File: src/lpms_pkg.sv
// Package of constants and types for the low-power mode sequencer
package lpms_pkg;

  // Width of the shared wait counter (lock wait needs 18 bits)
  localparam int unsigned CNT_W              = 18;
  // Width of the standby wake qualifier counter
  localparam int unsigned QCNT_W             = 7;
  // Width of the standby qualify count field
  localparam int unsigned QUAL_W             = 6;

  // Cycles the system clock is held after the idle instruction
  localparam logic [CNT_W-1:0] FLUSH_CYC     = 18'h00020;  // 32 cycles
  // Latest cycle at which the clock out pin must be low
  localparam logic [CNT_W-1:0] CLKOUT_MAX_CYC = 18'h0002D; // 45 cycles

  // Standby resume limits, wake to execution, in system cycles
  localparam logic [CNT_W-1:0] STBY_FAST_MAX_CYC = 18'h00064; // 100 cycles
  localparam logic [CNT_W-1:0] STBY_SLOW_MAX_CYC = 18'h00465; // 1125 cycles
  // Cycles already spent by synchroniser, qualifier and hand-over
  localparam logic [CNT_W-1:0] STBY_OVH_CYC      = 18'h00008;
  // Resume delays actually counted after a qualified standby wake
  localparam logic [CNT_W-1:0] STBY_FAST_DLY_CYC = STBY_FAST_MAX_CYC - STBY_OVH_CYC;
  localparam logic [CNT_W-1:0] STBY_SLOW_DLY_CYC = STBY_SLOW_MAX_CYC - STBY_OVH_CYC;

  // Halt resume limits, lock to execution, in system cycles
  localparam logic [CNT_W-1:0] HALT_FAST_MAX_CYC = 18'h00023; // 35 cycles
  localparam logic [CNT_W-1:0] HALT_SLOW_MAX_CYC = 18'h00465; // 1125 cycles
  // Cycles spent in hand-over from lock to resume
  localparam logic [CNT_W-1:0] HALT_OVH_CYC      = 18'h00002;
  localparam logic [CNT_W-1:0] HALT_FAST_DLY_CYC = HALT_FAST_MAX_CYC - HALT_OVH_CYC;
  localparam logic [CNT_W-1:0] HALT_SLOW_DLY_CYC = HALT_SLOW_MAX_CYC - HALT_OVH_CYC;

  // PLL lock wait in oscillator cycles
  localparam int unsigned LOCK_CYC           = 131072;

  // Least unqualified standby wake pulse, oscillator cycles
  localparam logic [QCNT_W-1:0] WAKE_UNQ_CYC = 7'h03;
  // Fixed part of the qualified standby wake pulse
  localparam logic [QCNT_W-1:0] WAKE_QUAL_BASE = 7'h02;

  // Sequencer states
  typedef enum logic [2:0] {
    LPMS_RUN,        // Normal execution
    LPMS_FLUSH,      // Pipeline drain after idle
    LPMS_STBY,       // Standby, waiting for wake
    LPMS_STBY_RES,   // Standby resume latency
    LPMS_HALT,       // Halt, everything stopped except the oscillator without crystal source
    LPMS_OSC_WAIT,   // Oscillator starting, wake still held
    LPMS_LOCK,       // PLL lock wait
    LPMS_HALT_RES    // Halt resume latency
  } lpms_state_t;

endpackage : lpms_pkg

File: src/lpms_wake_if.sv
// Interface carrying the synchronised wake inputs
interface lpms_wake_if;
  logic gpio_s;    // Wake GPIO pin, synchronised, high = idle
  logic stby_s;    // Standby wake signal, synchronised, high = idle
  logic xrst_s;    // External reset pin, synchronised, high = idle

  // Producer side: the synchroniser
  modport sync_mp (output gpio_s, output stby_s, output xrst_s);
  // Consumer side: the sequencer
  modport seq_mp  (input gpio_s, input stby_s, input xrst_s);
endinterface : lpms_wake_if

File: src/lpms_wake_sync.sv
// Two-stage synchroniser for the asynchronous wake pins
module lpms_wake_sync (
  input  wire logic  i_clk,        // System clock
  input  wire logic  i_rst_b,      // Released reset copy
  input  wire logic  i_ce,         // Clock enable
  input  wire logic  i_gpio_b,     // Raw wake GPIO pin
  input  wire logic  i_stby_b,     // Raw standby wake pin
  input  wire logic  i_xrst_b,     // Raw external reset pin
  lpms_wake_if.sync_mp wake        // Synchronised outputs
);
  import lpms_pkg::*;

  logic [2:0] meta_q;   // First stage, read only by second stage
  logic [2:0] sync_q;   // Second stage, safe to use
  logic [2:0] meta_d;   // Next first stage
  logic [2:0] sync_d;   // Next second stage

  // Next values, frozen while clock enable is low
  always_comb begin
    meta_d = meta_q;
    sync_d = sync_q;
    if (i_ce) begin
      meta_d = {i_xrst_b, i_stby_b, i_gpio_b};
      sync_d = meta_q;
    end
  end

  // Registers; pins idle high so reset to ones
  always_ff @(posedge i_clk or negedge i_rst_b) begin
    if (!i_rst_b) begin
      meta_q <= 3'h7;
      sync_q <= 3'h7;
    end else begin
      meta_q <= meta_d;
      sync_q <= sync_d;
    end
  end

  // Hand the stable copies over
  assign wake.gpio_s = sync_q[0];
  assign wake.stby_s = sync_q[1];
  assign wake.xrst_s = sync_q[2];

endmodule : lpms_wake_sync

File: src/lpms_seq.sv
// Low-power mode sequencer: standby and halt entry and exit
// Behaviour
// - Clock out low 32 to 45 cycles after idle
// - Standby: hold system clock 32 cycles, then stop
// - Standby gates peripherals, keeps PLL and watchdog
// - Standby resume within 100 or 1125 cycles
// - Resume at instruction after idle; interrupt later
// - Halt: hold 32 cycles, stop crystal oscillator, core clock
// - Halt stops peripherals, PLL, crystal oscillator
// - Wake pin falling edge restarts oscillator in halt
// - Wake pin release starts 131072-cycle PLL lock
// - Halt resume within 1125 or 35 cycles after lock
// - Core clock back: leave halt, service wake interrupt
module lpms_seq #(
  parameter int unsigned P_LOCK_CYC = lpms_pkg::LOCK_CYC  // PLL lock wait, cycles
) (
  input  wire logic                       i_sys_clk,        // System clock, 20 MHz
  input  wire logic                       i_rst_b,          // Asynchronous reset, active low
  input  wire logic                       i_clk_en,         // Clock enable, freezes sequencer and wake synchroniser state, clears pulses
  input  wire logic                       i_idle_exec,      // Idle instruction executed, pulse
  input  wire logic                       i_mode_halt,      // Mode select: 1 halt, 0 standby
  input  wire logic                       i_qual_en,        // Standby wake qualification on
  input  wire logic [lpms_pkg::QUAL_W-1:0] i_stby_qual_cnt, // Standby qualify count
  input  wire logic                       i_flash_sleep,    // Flash asleep during low power
  input  wire logic                       i_xtal_src,       // Crystal or resonator is the source
  input  wire logic                       i_wake_int_en,    // Wake interrupt enabled
  input  wire logic                       i_wake_gpio_pin_b, // Wake GPIO pin, active low
  input  wire logic                       i_stby_wake_b,    // Standby wake signal, active low
  input  wire logic                       i_ext_reset_pin_b, // External reset pin, active low
  output logic                            o_clock_out_pin,  // Clock out pin enable
  output logic                            o_sys_clk_en,     // System clock running
  output logic                            o_periph_clk_en,  // Peripheral clocks running
  output logic                            o_pll_en,         // PLL powered
  output logic                            o_osc_en,         // Internal oscillator powered
  output logic                            o_wdog_clk_en,    // Watchdog clock running
  output logic                            o_core_clk_en,    // Core clock input enabled
  output logic                            o_standby,        // In standby mode
  output logic                            o_halt,           // In halt mode
  output logic                            o_resume,         // Execution resumes, pulse
  output logic                            o_wake_irq        // Wake interrupt request, pulse
);
  import lpms_pkg::*;

  // Last count of the lock wait, at counter width
  localparam logic [CNT_W-1:0] LOCK_LAST = CNT_W'(P_LOCK_CYC - 1);

  // Reset release synchroniser
  logic rst_meta_q;     // First stage, read only by second
  logic rst_sync_q;     // Released reset used by the design

  // Release reset through two flip-flops
  always_ff @(posedge i_sys_clk or negedge i_rst_b) begin
    if (!i_rst_b) begin
      rst_meta_q <= 1'b0;
      rst_sync_q <= 1'b0;
    end else begin
      rst_meta_q <= 1'b1;
      rst_sync_q <= rst_meta_q;
    end
  end

  // Synchronised wake inputs
  lpms_wake_if wake ();

  // Asynchronous wake pins pass two flops before any use
  lpms_wake_sync u_sync (
    .i_clk    (i_sys_clk),
    .i_rst_b  (rst_sync_q),
    .i_ce     (i_clk_en),
    .i_gpio_b (i_wake_gpio_pin_b),
    .i_stby_b (i_stby_wake_b),
    .i_xrst_b (i_ext_reset_pin_b),
    .wake     (wake.sync_mp)
  );

  // Sequencer state
  lpms_state_t      state_q;     // Current state
  lpms_state_t      state_d;     // Next state
  logic [CNT_W-1:0] cnt_q;       // Shared wait counter
  logic [CNT_W-1:0] cnt_d;       // Next counter value
  logic [QCNT_W-1:0] qcnt_q;     // Consecutive low samples of standby wake
  logic [QCNT_W-1:0] qcnt_d;     // Next qualifier count
  logic             gpio_prev_q; // Previous synchronised wake pin
  logic             gpio_prev_d; // Next previous value
  logic             halt_sel_q;  // Mode latched at idle
  logic             halt_sel_d;  // Next latched mode

  // Registered outputs and their next values
  logic clkout_q,  clkout_d;     // Clock out pin enable
  logic sysclk_q,  sysclk_d;     // System clock enable
  logic periph_q,  periph_d;     // Peripheral clock enable
  logic pll_q,     pll_d;        // PLL enable
  logic osc_q,     osc_d;        // Oscillator enable
  logic wdog_q,    wdog_d;       // Watchdog clock enable
  logic core_q,    core_d;       // Core clock input enable
  logic resume_q,  resume_d;     // Resume pulse
  logic irq_q,     irq_d;        // Wake interrupt pulse

  // Derived helpers
  logic [QCNT_W-1:0] wake_thr;   // Required low samples for standby wake
  logic [CNT_W-1:0]  stby_dly;   // Standby resume delay
  logic [CNT_W-1:0]  halt_dly;   // Halt resume delay
  logic              gpio_fall;  // Falling edge of wake pin
  logic              stby_hit;   // Standby wake qualified this cycle

  // Wake thresholds, delays and edge detect
  always_comb begin
    // Pulse width needed: 3 unqualified, else 2 plus count
    wake_thr  = i_qual_en ? (WAKE_QUAL_BASE + QCNT_W'(i_stby_qual_cnt))
                          : WAKE_UNQ_CYC;
    // Resume latency budget by memory in use
    stby_dly  = i_flash_sleep ? STBY_SLOW_DLY_CYC : STBY_FAST_DLY_CYC;
    halt_dly  = i_flash_sleep ? HALT_SLOW_DLY_CYC : HALT_FAST_DLY_CYC;
    // Edge seen on the synchronised copy only
    gpio_fall = gpio_prev_q & ~wake.gpio_s;
    // Wake accepted once the pin stayed low long enough
    stby_hit  = ~wake.stby_s & (qcnt_q == (wake_thr - 7'h01));
  end

  // Next-state logic for the sequencer
  always_comb begin
    state_d     = state_q;
    cnt_d       = cnt_q;
    qcnt_d      = qcnt_q;
    halt_sel_d  = halt_sel_q;
    gpio_prev_d = gpio_prev_q;
    clkout_d    = clkout_q;
    sysclk_d    = sysclk_q;
    periph_d    = periph_q;
    pll_d       = pll_q;
    osc_d       = osc_q;
    wdog_d      = wdog_q;
    core_d      = core_q;
    resume_d    = 1'b0;
    irq_d       = 1'b0;
    if (i_clk_en) begin
      gpio_prev_d = wake.gpio_s;
      case (state_q)
        // Running: wait for the idle instruction
        LPMS_RUN: begin
          qcnt_d = '0;
          if (i_idle_exec) begin
            halt_sel_d = i_mode_halt;
            cnt_d      = '0;
            state_d    = LPMS_FLUSH;
          end
        end
        // Drain pipeline with system clock still running
        LPMS_FLUSH: begin
          cnt_d = cnt_q + 18'h00001;
          if (cnt_q == FLUSH_CYC - 18'h00001) begin
            // Clock out falls 32 cycles after idle
            clkout_d = 1'b0;
            sysclk_d = 1'b0;
            periph_d = 1'b0;
            cnt_d    = '0;
            if (halt_sel_q) begin
              // Halt: core clock, PLL and watchdog stop
              core_d  = 1'b0;
              pll_d   = 1'b0;
              wdog_d  = 1'b0;
              // Oscillator stops only with crystal as source, else keeps its state
              osc_d   = ~i_xtal_src ? osc_q : 1'b0;
              state_d = LPMS_HALT;
            end else begin
              // Standby: PLL and watchdog keep running
              pll_d   = 1'b1;
              wdog_d  = 1'b1;
              qcnt_d  = '0;
              state_d = LPMS_STBY;
            end
          end
        end
        // Standby: qualify the wake pulse
        LPMS_STBY: begin
          if (wake.stby_s) begin
            qcnt_d = '0;
          end else if (qcnt_q != 7'h7F) begin
            qcnt_d = qcnt_q + 7'h01;
          end
          if (stby_hit) begin
            // Clocks back, then count the resume latency
            clkout_d = 1'b1;
            sysclk_d = 1'b1;
            periph_d = 1'b1;
            cnt_d    = '0;
            state_d  = LPMS_STBY_RES;
          end
        end
        // Standby resume latency
        LPMS_STBY_RES: begin
          cnt_d = cnt_q + 18'h00001;
          if (cnt_q == stby_dly - 18'h00001) begin
            // Next instruction after idle executes now
            resume_d = 1'b1;
            irq_d    = i_wake_int_en;
            state_d  = LPMS_RUN;
          end
        end
        // Halt: wait for wake pin fall or reset pin low
        LPMS_HALT: begin
          if (gpio_fall || !wake.xrst_s) begin
            osc_d   = 1'b1;
            state_d = LPMS_OSC_WAIT;
          end
        end
        // Oscillator stabilising while waker holds pin low
        LPMS_OSC_WAIT: begin
          // Waker keeps pins low past oscillator start
          if (wake.gpio_s && wake.xrst_s) begin
            pll_d   = 1'b1;
            cnt_d   = '0;
            state_d = LPMS_LOCK;
          end
        end
        // PLL lock wait after pin release
        LPMS_LOCK: begin
          cnt_d = cnt_q + 18'h00001;
          if (cnt_q == LOCK_LAST) begin
            // Core clock input re-enabled, halt left
            core_d   = 1'b1;
            sysclk_d = 1'b1;
            clkout_d = 1'b1;
            periph_d = 1'b1;
            wdog_d   = 1'b1;
            cnt_d    = '0;
            state_d  = LPMS_HALT_RES;
          end
        end
        // Halt resume latency after lock
        LPMS_HALT_RES: begin
          cnt_d = cnt_q + 18'h00001;
          if (cnt_q == halt_dly - 18'h00001) begin
            resume_d = 1'b1;
            irq_d    = i_wake_int_en;
            state_d  = LPMS_RUN;
          end
        end
        // Unknown state: recover to running
        default: begin
          state_d = LPMS_RUN;
          cnt_d   = '0;
        end
      endcase
    end
  end

  // Register all sequencer state and outputs except the mode flags
  always_ff @(posedge i_sys_clk or negedge rst_sync_q) begin
    if (!rst_sync_q) begin
      state_q     <= LPMS_RUN;
      cnt_q       <= '0;
      qcnt_q      <= '0;
      halt_sel_q  <= 1'b0;
      gpio_prev_q <= 1'b1;
      clkout_q    <= 1'b1;
      sysclk_q    <= 1'b1;
      periph_q    <= 1'b1;
      pll_q       <= 1'b1;
      osc_q       <= 1'b1;
      wdog_q      <= 1'b1;
      core_q      <= 1'b1;
      resume_q    <= 1'b0;
      irq_q       <= 1'b0;
    end else begin
      state_q     <= state_d;
      cnt_q       <= cnt_d;
      qcnt_q      <= qcnt_d;
      halt_sel_q  <= halt_sel_d;
      gpio_prev_q <= gpio_prev_d;
      clkout_q    <= clkout_d;
      sysclk_q    <= sysclk_d;
      periph_q    <= periph_d;
      pll_q       <= pll_d;
      osc_q       <= osc_d;
      wdog_q      <= wdog_d;
      core_q      <= core_d;
      resume_q    <= resume_d;
      irq_q       <= irq_d;
    end
  end

  // Mode flags registered from next state
  logic stby_flag_q;   // Standby indication
  logic halt_flag_q;   // Halt indication
  logic stby_flag_d;   // Next standby indication
  logic halt_flag_d;   // Next halt indication

  // Mode flags follow the next state
  always_comb begin
    stby_flag_d = (state_d == LPMS_STBY);
    halt_flag_d = (state_d == LPMS_HALT) || (state_d == LPMS_OSC_WAIT) || (state_d == LPMS_LOCK);
  end

  // Mode flag registers
  always_ff @(posedge i_sys_clk or negedge rst_sync_q) begin
    if (!rst_sync_q) begin
      stby_flag_q <= 1'b0;
      halt_flag_q <= 1'b0;
    end else begin
      stby_flag_q <= stby_flag_d;
      halt_flag_q <= halt_flag_d;
    end
  end

  // Outputs straight from flops
  assign o_clock_out_pin = clkout_q;
  assign o_sys_clk_en    = sysclk_q;
  assign o_periph_clk_en = periph_q;
  assign o_pll_en        = pll_q;
  assign o_osc_en        = osc_q;
  assign o_wdog_clk_en   = wdog_q;
  assign o_core_clk_en   = core_q;
  assign o_standby       = stby_flag_q;
  assign o_halt          = halt_flag_q;
  assign o_resume        = resume_q;
  assign o_wake_irq      = irq_q;

endmodule : lpms_seq

File: config.mk
export PLATFORM = sky130hd
export DESIGN_NAME = lpms_seq
export DESIGN_NICKNAME = d
export VERILOG_FILES = /design/src/lpms_pkg.sv /design/src/lpms_wake_if.sv /design/src/lpms_wake_sync.sv /design/src/lpms_seq.sv
export SDC_FILE = /design/constraint.sdc
export NUM_CORES = 1
export LEC_CHECK = 0
export BUFFER_PORTS_ARGS = -buffer_cell sky130_fd_sc_hd__buf_2
export CORE_UTILIZATION = 56
export CTS_BUF_LIST = sky130_fd_sc_hd__clkbuf_8
export DETAILED_ROUTE_END_ITERATION = 7
export PLACE_DENSITY = 0.89
export SYNTH_ARGS = -nofsm -noshare
export SYNTH_HDL_FRONTEND = slang
export SYNTH_SLANG_ARGS = --single-unit
export TNS_END_PERCENT = 20
File: constraint.sdc
create_clock -name i_sys_clk -period 1.3 [get_ports i_sys_clk]
set_input_delay 0.13 -clock i_sys_clk [delete_from_list [all_inputs] [get_ports i_sys_clk]]
set_output_delay 0.13 -clock i_sys_clk [all_outputs]
set_load 0.01 [all_outputs]
==> Yosys cells after proc, flatten, opt, wreduce, memory -nomap -nowiden <==
Index checks and enable logic that the tools add are counted.
{ "word_totals": {"inputBits": 18, "elab_cells": 126, "output_inout_bits": 11, "register_bits": 47} }
{ "op_classes": {"eq_ne": 27, "bitwise": 4, "addsub": 6, "muxes": 50, "reduce_logical": 21} }
{ "op_table": {"columns": ["operator", "count"], "rows": [
  ["18-bit one-hot mux with 6 select lines", 1],
  ["18-bit 2-to-1 mux", 5],
  ["18-bit equality test", 2],
  ["7-bit 2-to-1 mux", 5],
  ["3-bit 2-to-1 mux", 10],
  ["3-bit one-hot mux with 8 select lines", 1],
  ["11-bit by 1-bit subtractor with 12-bit output, second input constant", 2],
  ["11-bit 2-to-1 mux", 2],
  ["3-bit equality test, second input constant", 7],
  ["7-bit one-hot mux with 3 select lines", 1],
  ["5-bit AND reduction", 4],
  ["18-bit by 1-bit adder with 18-bit output, second input constant", 1],
  ["18-bit by 17-bit equality test with 1-bit output, second input constant", 1],
  ["18-bit by 5-bit equality test with 1-bit output, second input constant", 1],
  ["1-bit 2-to-1 mux", 18],
  ["2-bit != test, second input constant", 9],
  ["1-bit one-hot mux with 2 select lines", 6],
  ["3-bit by 2-bit equality test with 1-bit output, second input constant", 3],
  ["4-bit AND reduction", 2],
  ["2-bit by 6-bit adder with 7-bit output, first input constant", 1],
  ["7-bit by 1-bit adder with 7-bit output, second input constant", 1],
  ["7-bit equality test", 1],
  ["7-bit != test, second input constant", 1],
  ["7-bit by 1-bit subtractor with 7-bit output, second input constant", 1],
  ["15 further kinds", 22]
]} }

==> Logic depth before layout (Yosys ltp) <==
{ "depth": {"depth_word": 11, "depth_mapped": 12, "mapped_depth_nobuf": 10} }

==> Cells and area by module <==
A second synthesis with hierarchy kept.
{ "hier_totals": {"hier_cells": 333, "hier_area_um2": 3027.9} }
{ "modules_own_cells": {"columns": ["module", "n_inst", "cells_per_inst", "area_each_um2"], "rows": [
  ["lpms_seq", 1, 320, 2768.9],
  ["lpms_wake_sync", 1, 13, 259.0]
]} }

==> Worst setup path before layout <==
Ideal clock, no wire load.
{ "synth_path": {"kind": "reg2reg", "startpoint": "reg cnt_q[0]", "endpoint": "reg qcnt_q[4]", "path_stages_with_launch": 9, "path_buffers": 0, "arrival_time_ps": 2147, "synth_period_minus_slack_ps": 2278, "slack_ps": -978, "setup_ps": 131, "cell_sequence": "dfrtp_1 > ha_1 > nand4_4 > or3_1 > o41a_1 > nor3_4 > nand4_1 > xor2_1 > nor2_1"} }
{ "synth_between": {"elab_chain_len": 3} }
{ "synth_rtl": {"columns": ["item", "line", "text"], "rows": [
  ["from (decl)", "lpms_seq.sv:79", "logic [CNT_W-1:0] cnt_q;"],
  ["from (signal assigned)", "lpms_seq.sv:267", "cnt_q <= cnt_d;"],
  ["18-bit by 5-bit equality test with 1-bit output", "lpms_seq.sv:151", "if (cnt_q == FLUSH_CYC - 18'h00001) begin"],
  ["2-bit != test (no source line)", null, null],
  ["5-bit AND reduction (no source line)", null, null],
  ["to (signal assigned)", "lpms_seq.sv:268", "qcnt_q <= qcnt_d;"],
  ["to (decl)", "lpms_seq.sv:81", "logic [QCNT_W-1:0] qcnt_q;"]
]} }
No other way between the ends.
A chain may end at the register's enable or synchronous reset.

==> Worst setup path in the final report <==
{ "layout_path": {"startpoint": "reg cnt_q[7]", "endpoint": "reg cnt_q[16]"} }
{ "layout_between": {"elab_chain_len": 3, "word_cells_on_any_way": 6} }
{ "layout_rtl": {"columns": ["item", "line", "text"], "rows": [
  ["18-bit by 1-bit adder with 18-bit output (tied with other cells)", null, null],
  ["18-bit 2-to-1 mux (on tied branches)", "lpms_seq.sv:219, lpms_seq.sv:151", null],
  ["18-bit one-hot mux with 6 select lines *", "lpms_seq.sv:138", "case (state_q)"]
]} }
Mark *: on every way between the ends. The rest lies on a longest branch, timed or not.

==> flow_summary.json <==
{
  "fin_hold_ws_ns": 0.03442,
  "rows": 26,
  "syn_avg_cell_area_um2": 9.066,
  "rsz0062_at_grt": "true",
  "n_antenna_cell": 0,
  "violations": "setup timing",
  "yosysTopAreaCellShare_pct": 28.93,
  "powerDensity_nw_per_um2": 1342,
  "synth_ff_type": "dfrtp_1",
  "synthDistinctLibCells": 68,
  "drcViolationCount": 0,
  "antenna_found_initial": 0,
  "cts-buffers-inserted": 5,
  "synth_area_leaders": "dfrtp_1 (29%), dfstp_2 (10%), nand2_1 (4.3%)",
  "fill_cells": 249,
  "fmax_mhz": 407.9,
  "holdPathStages": 2,
  "portBuffers": 28,
  "clock_latency_ns": 0.33,
  "coreArea_um2": 5172,
  "setup_ws_ns": -1.152,
  "routed_via_density": 7.161,
  "synthTopCellsByCount": "dfrtp_1 (35), nand2_1 (35), nor2_1 (25), a21oi_1 (22), o21ai_0 (20)",
  "p_leak_nw": 1.966,
  "ys_ff_latch": 47,
  "min_period_over_period_pct": 188.6,
  "rrSetupSlack_ns": -1.15,
  "vias": 3860,
  "cts-htree-levels": 2,
  "yosysWarnings": 0,
  "max-cap-violations": 0,
  "path_class": "reg -> reg",
  "worstPathRequired_ns": 1.47,
  "drt-initial-drc-count": 687,
  "synthesis.instances": 334,
  "drive_gt1_share_pct": 49.25,
  "ios": 29,
  "dr.pass1.iters": 8,
  "reg2reg_depth": 9,
  "worstMarginPinSlew_ns": 0.5164,
  "worst_setup_path_end_kind": "register",
  "wire_per_inst_um": 25.03,
  "status": "finished with violations",
  "dp_hpwl_um": 6897,
  "die_w_um": 75.53,
  "rr_startpoint": "cnt_q[7]",
  "stdcell_count": 539,
  "yosysSeqAreaShare_pct": 39.34,
  "synthArstFlopShare_pct": 100.0,
  "placed_cells": 515,
  "grt_pass1_wl_um": 17850,
  "netlist_area_um2": 3028,
  "start_kind": "register",
  "routed_wl_um": 13490,
  "hold_viol_final": 0,
  "slew-limit-headroom_pct": 65.34,
  "min_from": "i_wake_gpio_pin_b",
  "die_h_um": 75.53,
  "reg2reg_to": "cnt_q[16]",
  "drv_slew": 0,
  "synthToLayoutAreaGrowth_pct": 45.74,
  "min_to": "u_sync.meta_q[0]",
  "synth_top_area_cell": "dfrtp_1",
  "grt_max_degree": 30,
  "synth-edff-count": 0,
  "fin_util_pct": 85.32,
  "cts-root-buf": "clkbuf_8",
  "clock_path_buffers": 2,
  "die-area_um2": 5705,
  "vdd_ir_drop_max_uv": 1113,
  "syn_nets": 356,
  "clock_sinks": 47,
  "gr-total-overflow": 0,
  "cp_max_fo": 3,
  "cts_tree": "done",
  "min_path_type": "in -> reg",
  "start_util_pct": 58.54,
  "layout_min_cycle_time_ns": 2.452,
  "ant_nets": 0,
  "grt_pass1_vias": 3683,
  "finalWeightedCongestion": 0.8922,
  "clk_pin_slew_worst_paths_ns": 0.10,
  "fin_skew_ns": 0.01049,
  "tns_ns": -36.14,
  "setup_viol_count_final": 38,
  "nNetsFinal": 490,
  "gr-usage-all-layers_pct": 44.00,
  "arrival_ns": 2.63
}
[placed cells by master (no fill, tap or decap), types with 4 or more instances in the layout]
cell type | netlist | routed
nand2_2 | 1 | 4
nand3_1 | 19 | 17
nand4_1 | 8 | 8
a21oi_2 | 1 | 4
nor2_1 | 25 | 19
xnor2_1 | 6 | 6
a21oi_1 | 22 | 18
o21ai_0 | 20 | 14
dfrtp_1 | 35 | 30
mux2i_1 | 4 | 4
a31oi_1 | 17 | 15
mux2_2 | 8 | 8
nand2_1 | 35 | 32
inv_1 | 11 | 11
buf_2 | 2 | 28
dfstp_2 | 12 | 12
dfrtp_2 | 0 | 5
buf_4 | 4 | 113
clkbuf_8 | 4 | 5
xor2_1 | 7 | 6
nor3_1 | 7 | 5
nor2_2 | 0 | 6
o21ai_1 | 1 | 5
nand2b_1 | 6 | 6
[power breakdown]
part	internal (mW)	leakage, nW	switching [mW]	total (mW)
combinational	1.22	1.34	1.57	2.79
sequential	1.72	0.573	0.265	1.99
clock	0.574	0.0581	0.570	1.14
[layout make-up]
| class | count | area [um^2] | area share (%) |
|---|---|---|---|
| clock buffers | 5 | 68.82 | 1.559 |
| clock inverters | 3 | 43.79 | 0.9923 |
| inverters | 11 | 41.29 | 0.9356 |
| multi-input cells | 257 | 1922 | 43.55 |
| flip-flops and latches | 47 | 1197 | 27.13 |
| well taps | 70 | 87.58 | 1.985 |
| repair buffers | 146 | 1052 | 23.84 |
[worst max path at each step]
stage	end	startpoint	slack (ns)	depth (start not counted)
2_1_floorplan	qcnt_q[4]	cnt_q[1]	-0.84	8
3_3_place_gp	o_standby	cnt_q[13]	-0.89	9
3_5_place_dp	o_standby	i_stby_qual_cnt[1]	-1.04	11
4_1_cts	qcnt_q[4]	cnt_q[1]	-0.87	8
5_1_grt	cnt_q[16]	cnt_q[7]	-1.26	9
6_report	cnt_q[16]	cnt_q[7]	-1.15	9
[registers in the layout, indices dropped and copies added, names as in the netlist]
signal / flops
rst_meta_q: 1
o_pll_en: 1
o_standby: 1
o_halt: 1
qcnt_q: 7
o_wdog_clk_en: 1
o_wake_irq: 1
rst_sync_q: 1
o_resume: 1
o_core_clk_en: 1
gpio_prev_q: 1
state_q: 3
o_periph_clk_en: 1
u_sync.sync_q: 3
cnt_q: 18
halt_sel_q: 1
o_osc_en: 1
u_sync.meta_q: 3
[worst max-delay path, stage by stage (launching register included)]
cell      delay [ns]
dfrtp_2         0.45
nor4_4          0.39
nand4_2         0.23
buf_6           0.21
nor2_2          0.28
buf_4           0.18
nor2_1          0.04
o22ai_1         0.22
or4_1           0.16
o221ai_1        0.14
[through the flow]
step / power [mW] / cell area (um^2) / setup WS [ns]
finish: 5.922 / 4413 / -1.152
detailed placement: 4.139 / 3974 / -1.039
floorplan: 3.174 / 3115 / -0.8424
CTS: 5.460 / 4294 / -0.8748
global placement: 3.987 / 3974 / -0.8938
global route: 6.071 / 4413 / -1.260
[cells by family after synthesis]
kind of cell	after synthesis	synth area share, %
compound gates	91	19.88
simple gates	135	24.67
flops	47	39.34
other cells	1	0.1238
xor+xnor	13	3.760
fa+ha+maj	4	1.653
mux	12	4.298
buf+inv	31	6.281
[repair_timing]
action                                  CTS  global route
pin swaps                                 9             9
endpoints found under the setup margin   38            38
buffers inserted                          9             5
gates resized for setup                  30            20
hold buffers                              1             0
endpoints found under the hold margin     2             0
gates cloned                              1             0
[layer usage]
layer / global-route usage (%) / vias up / share of wire [%]
li1: - / 1503 / -
met1: 45.68 / 1806 / 33
met2: 71.83 / 403 / 46
met3: 14.95 / 148 / 11
met4: 37.24 / 0 / 9.6
met5: 0 / - / 0
No activity file was read; power rests on OpenSTA's default activity.
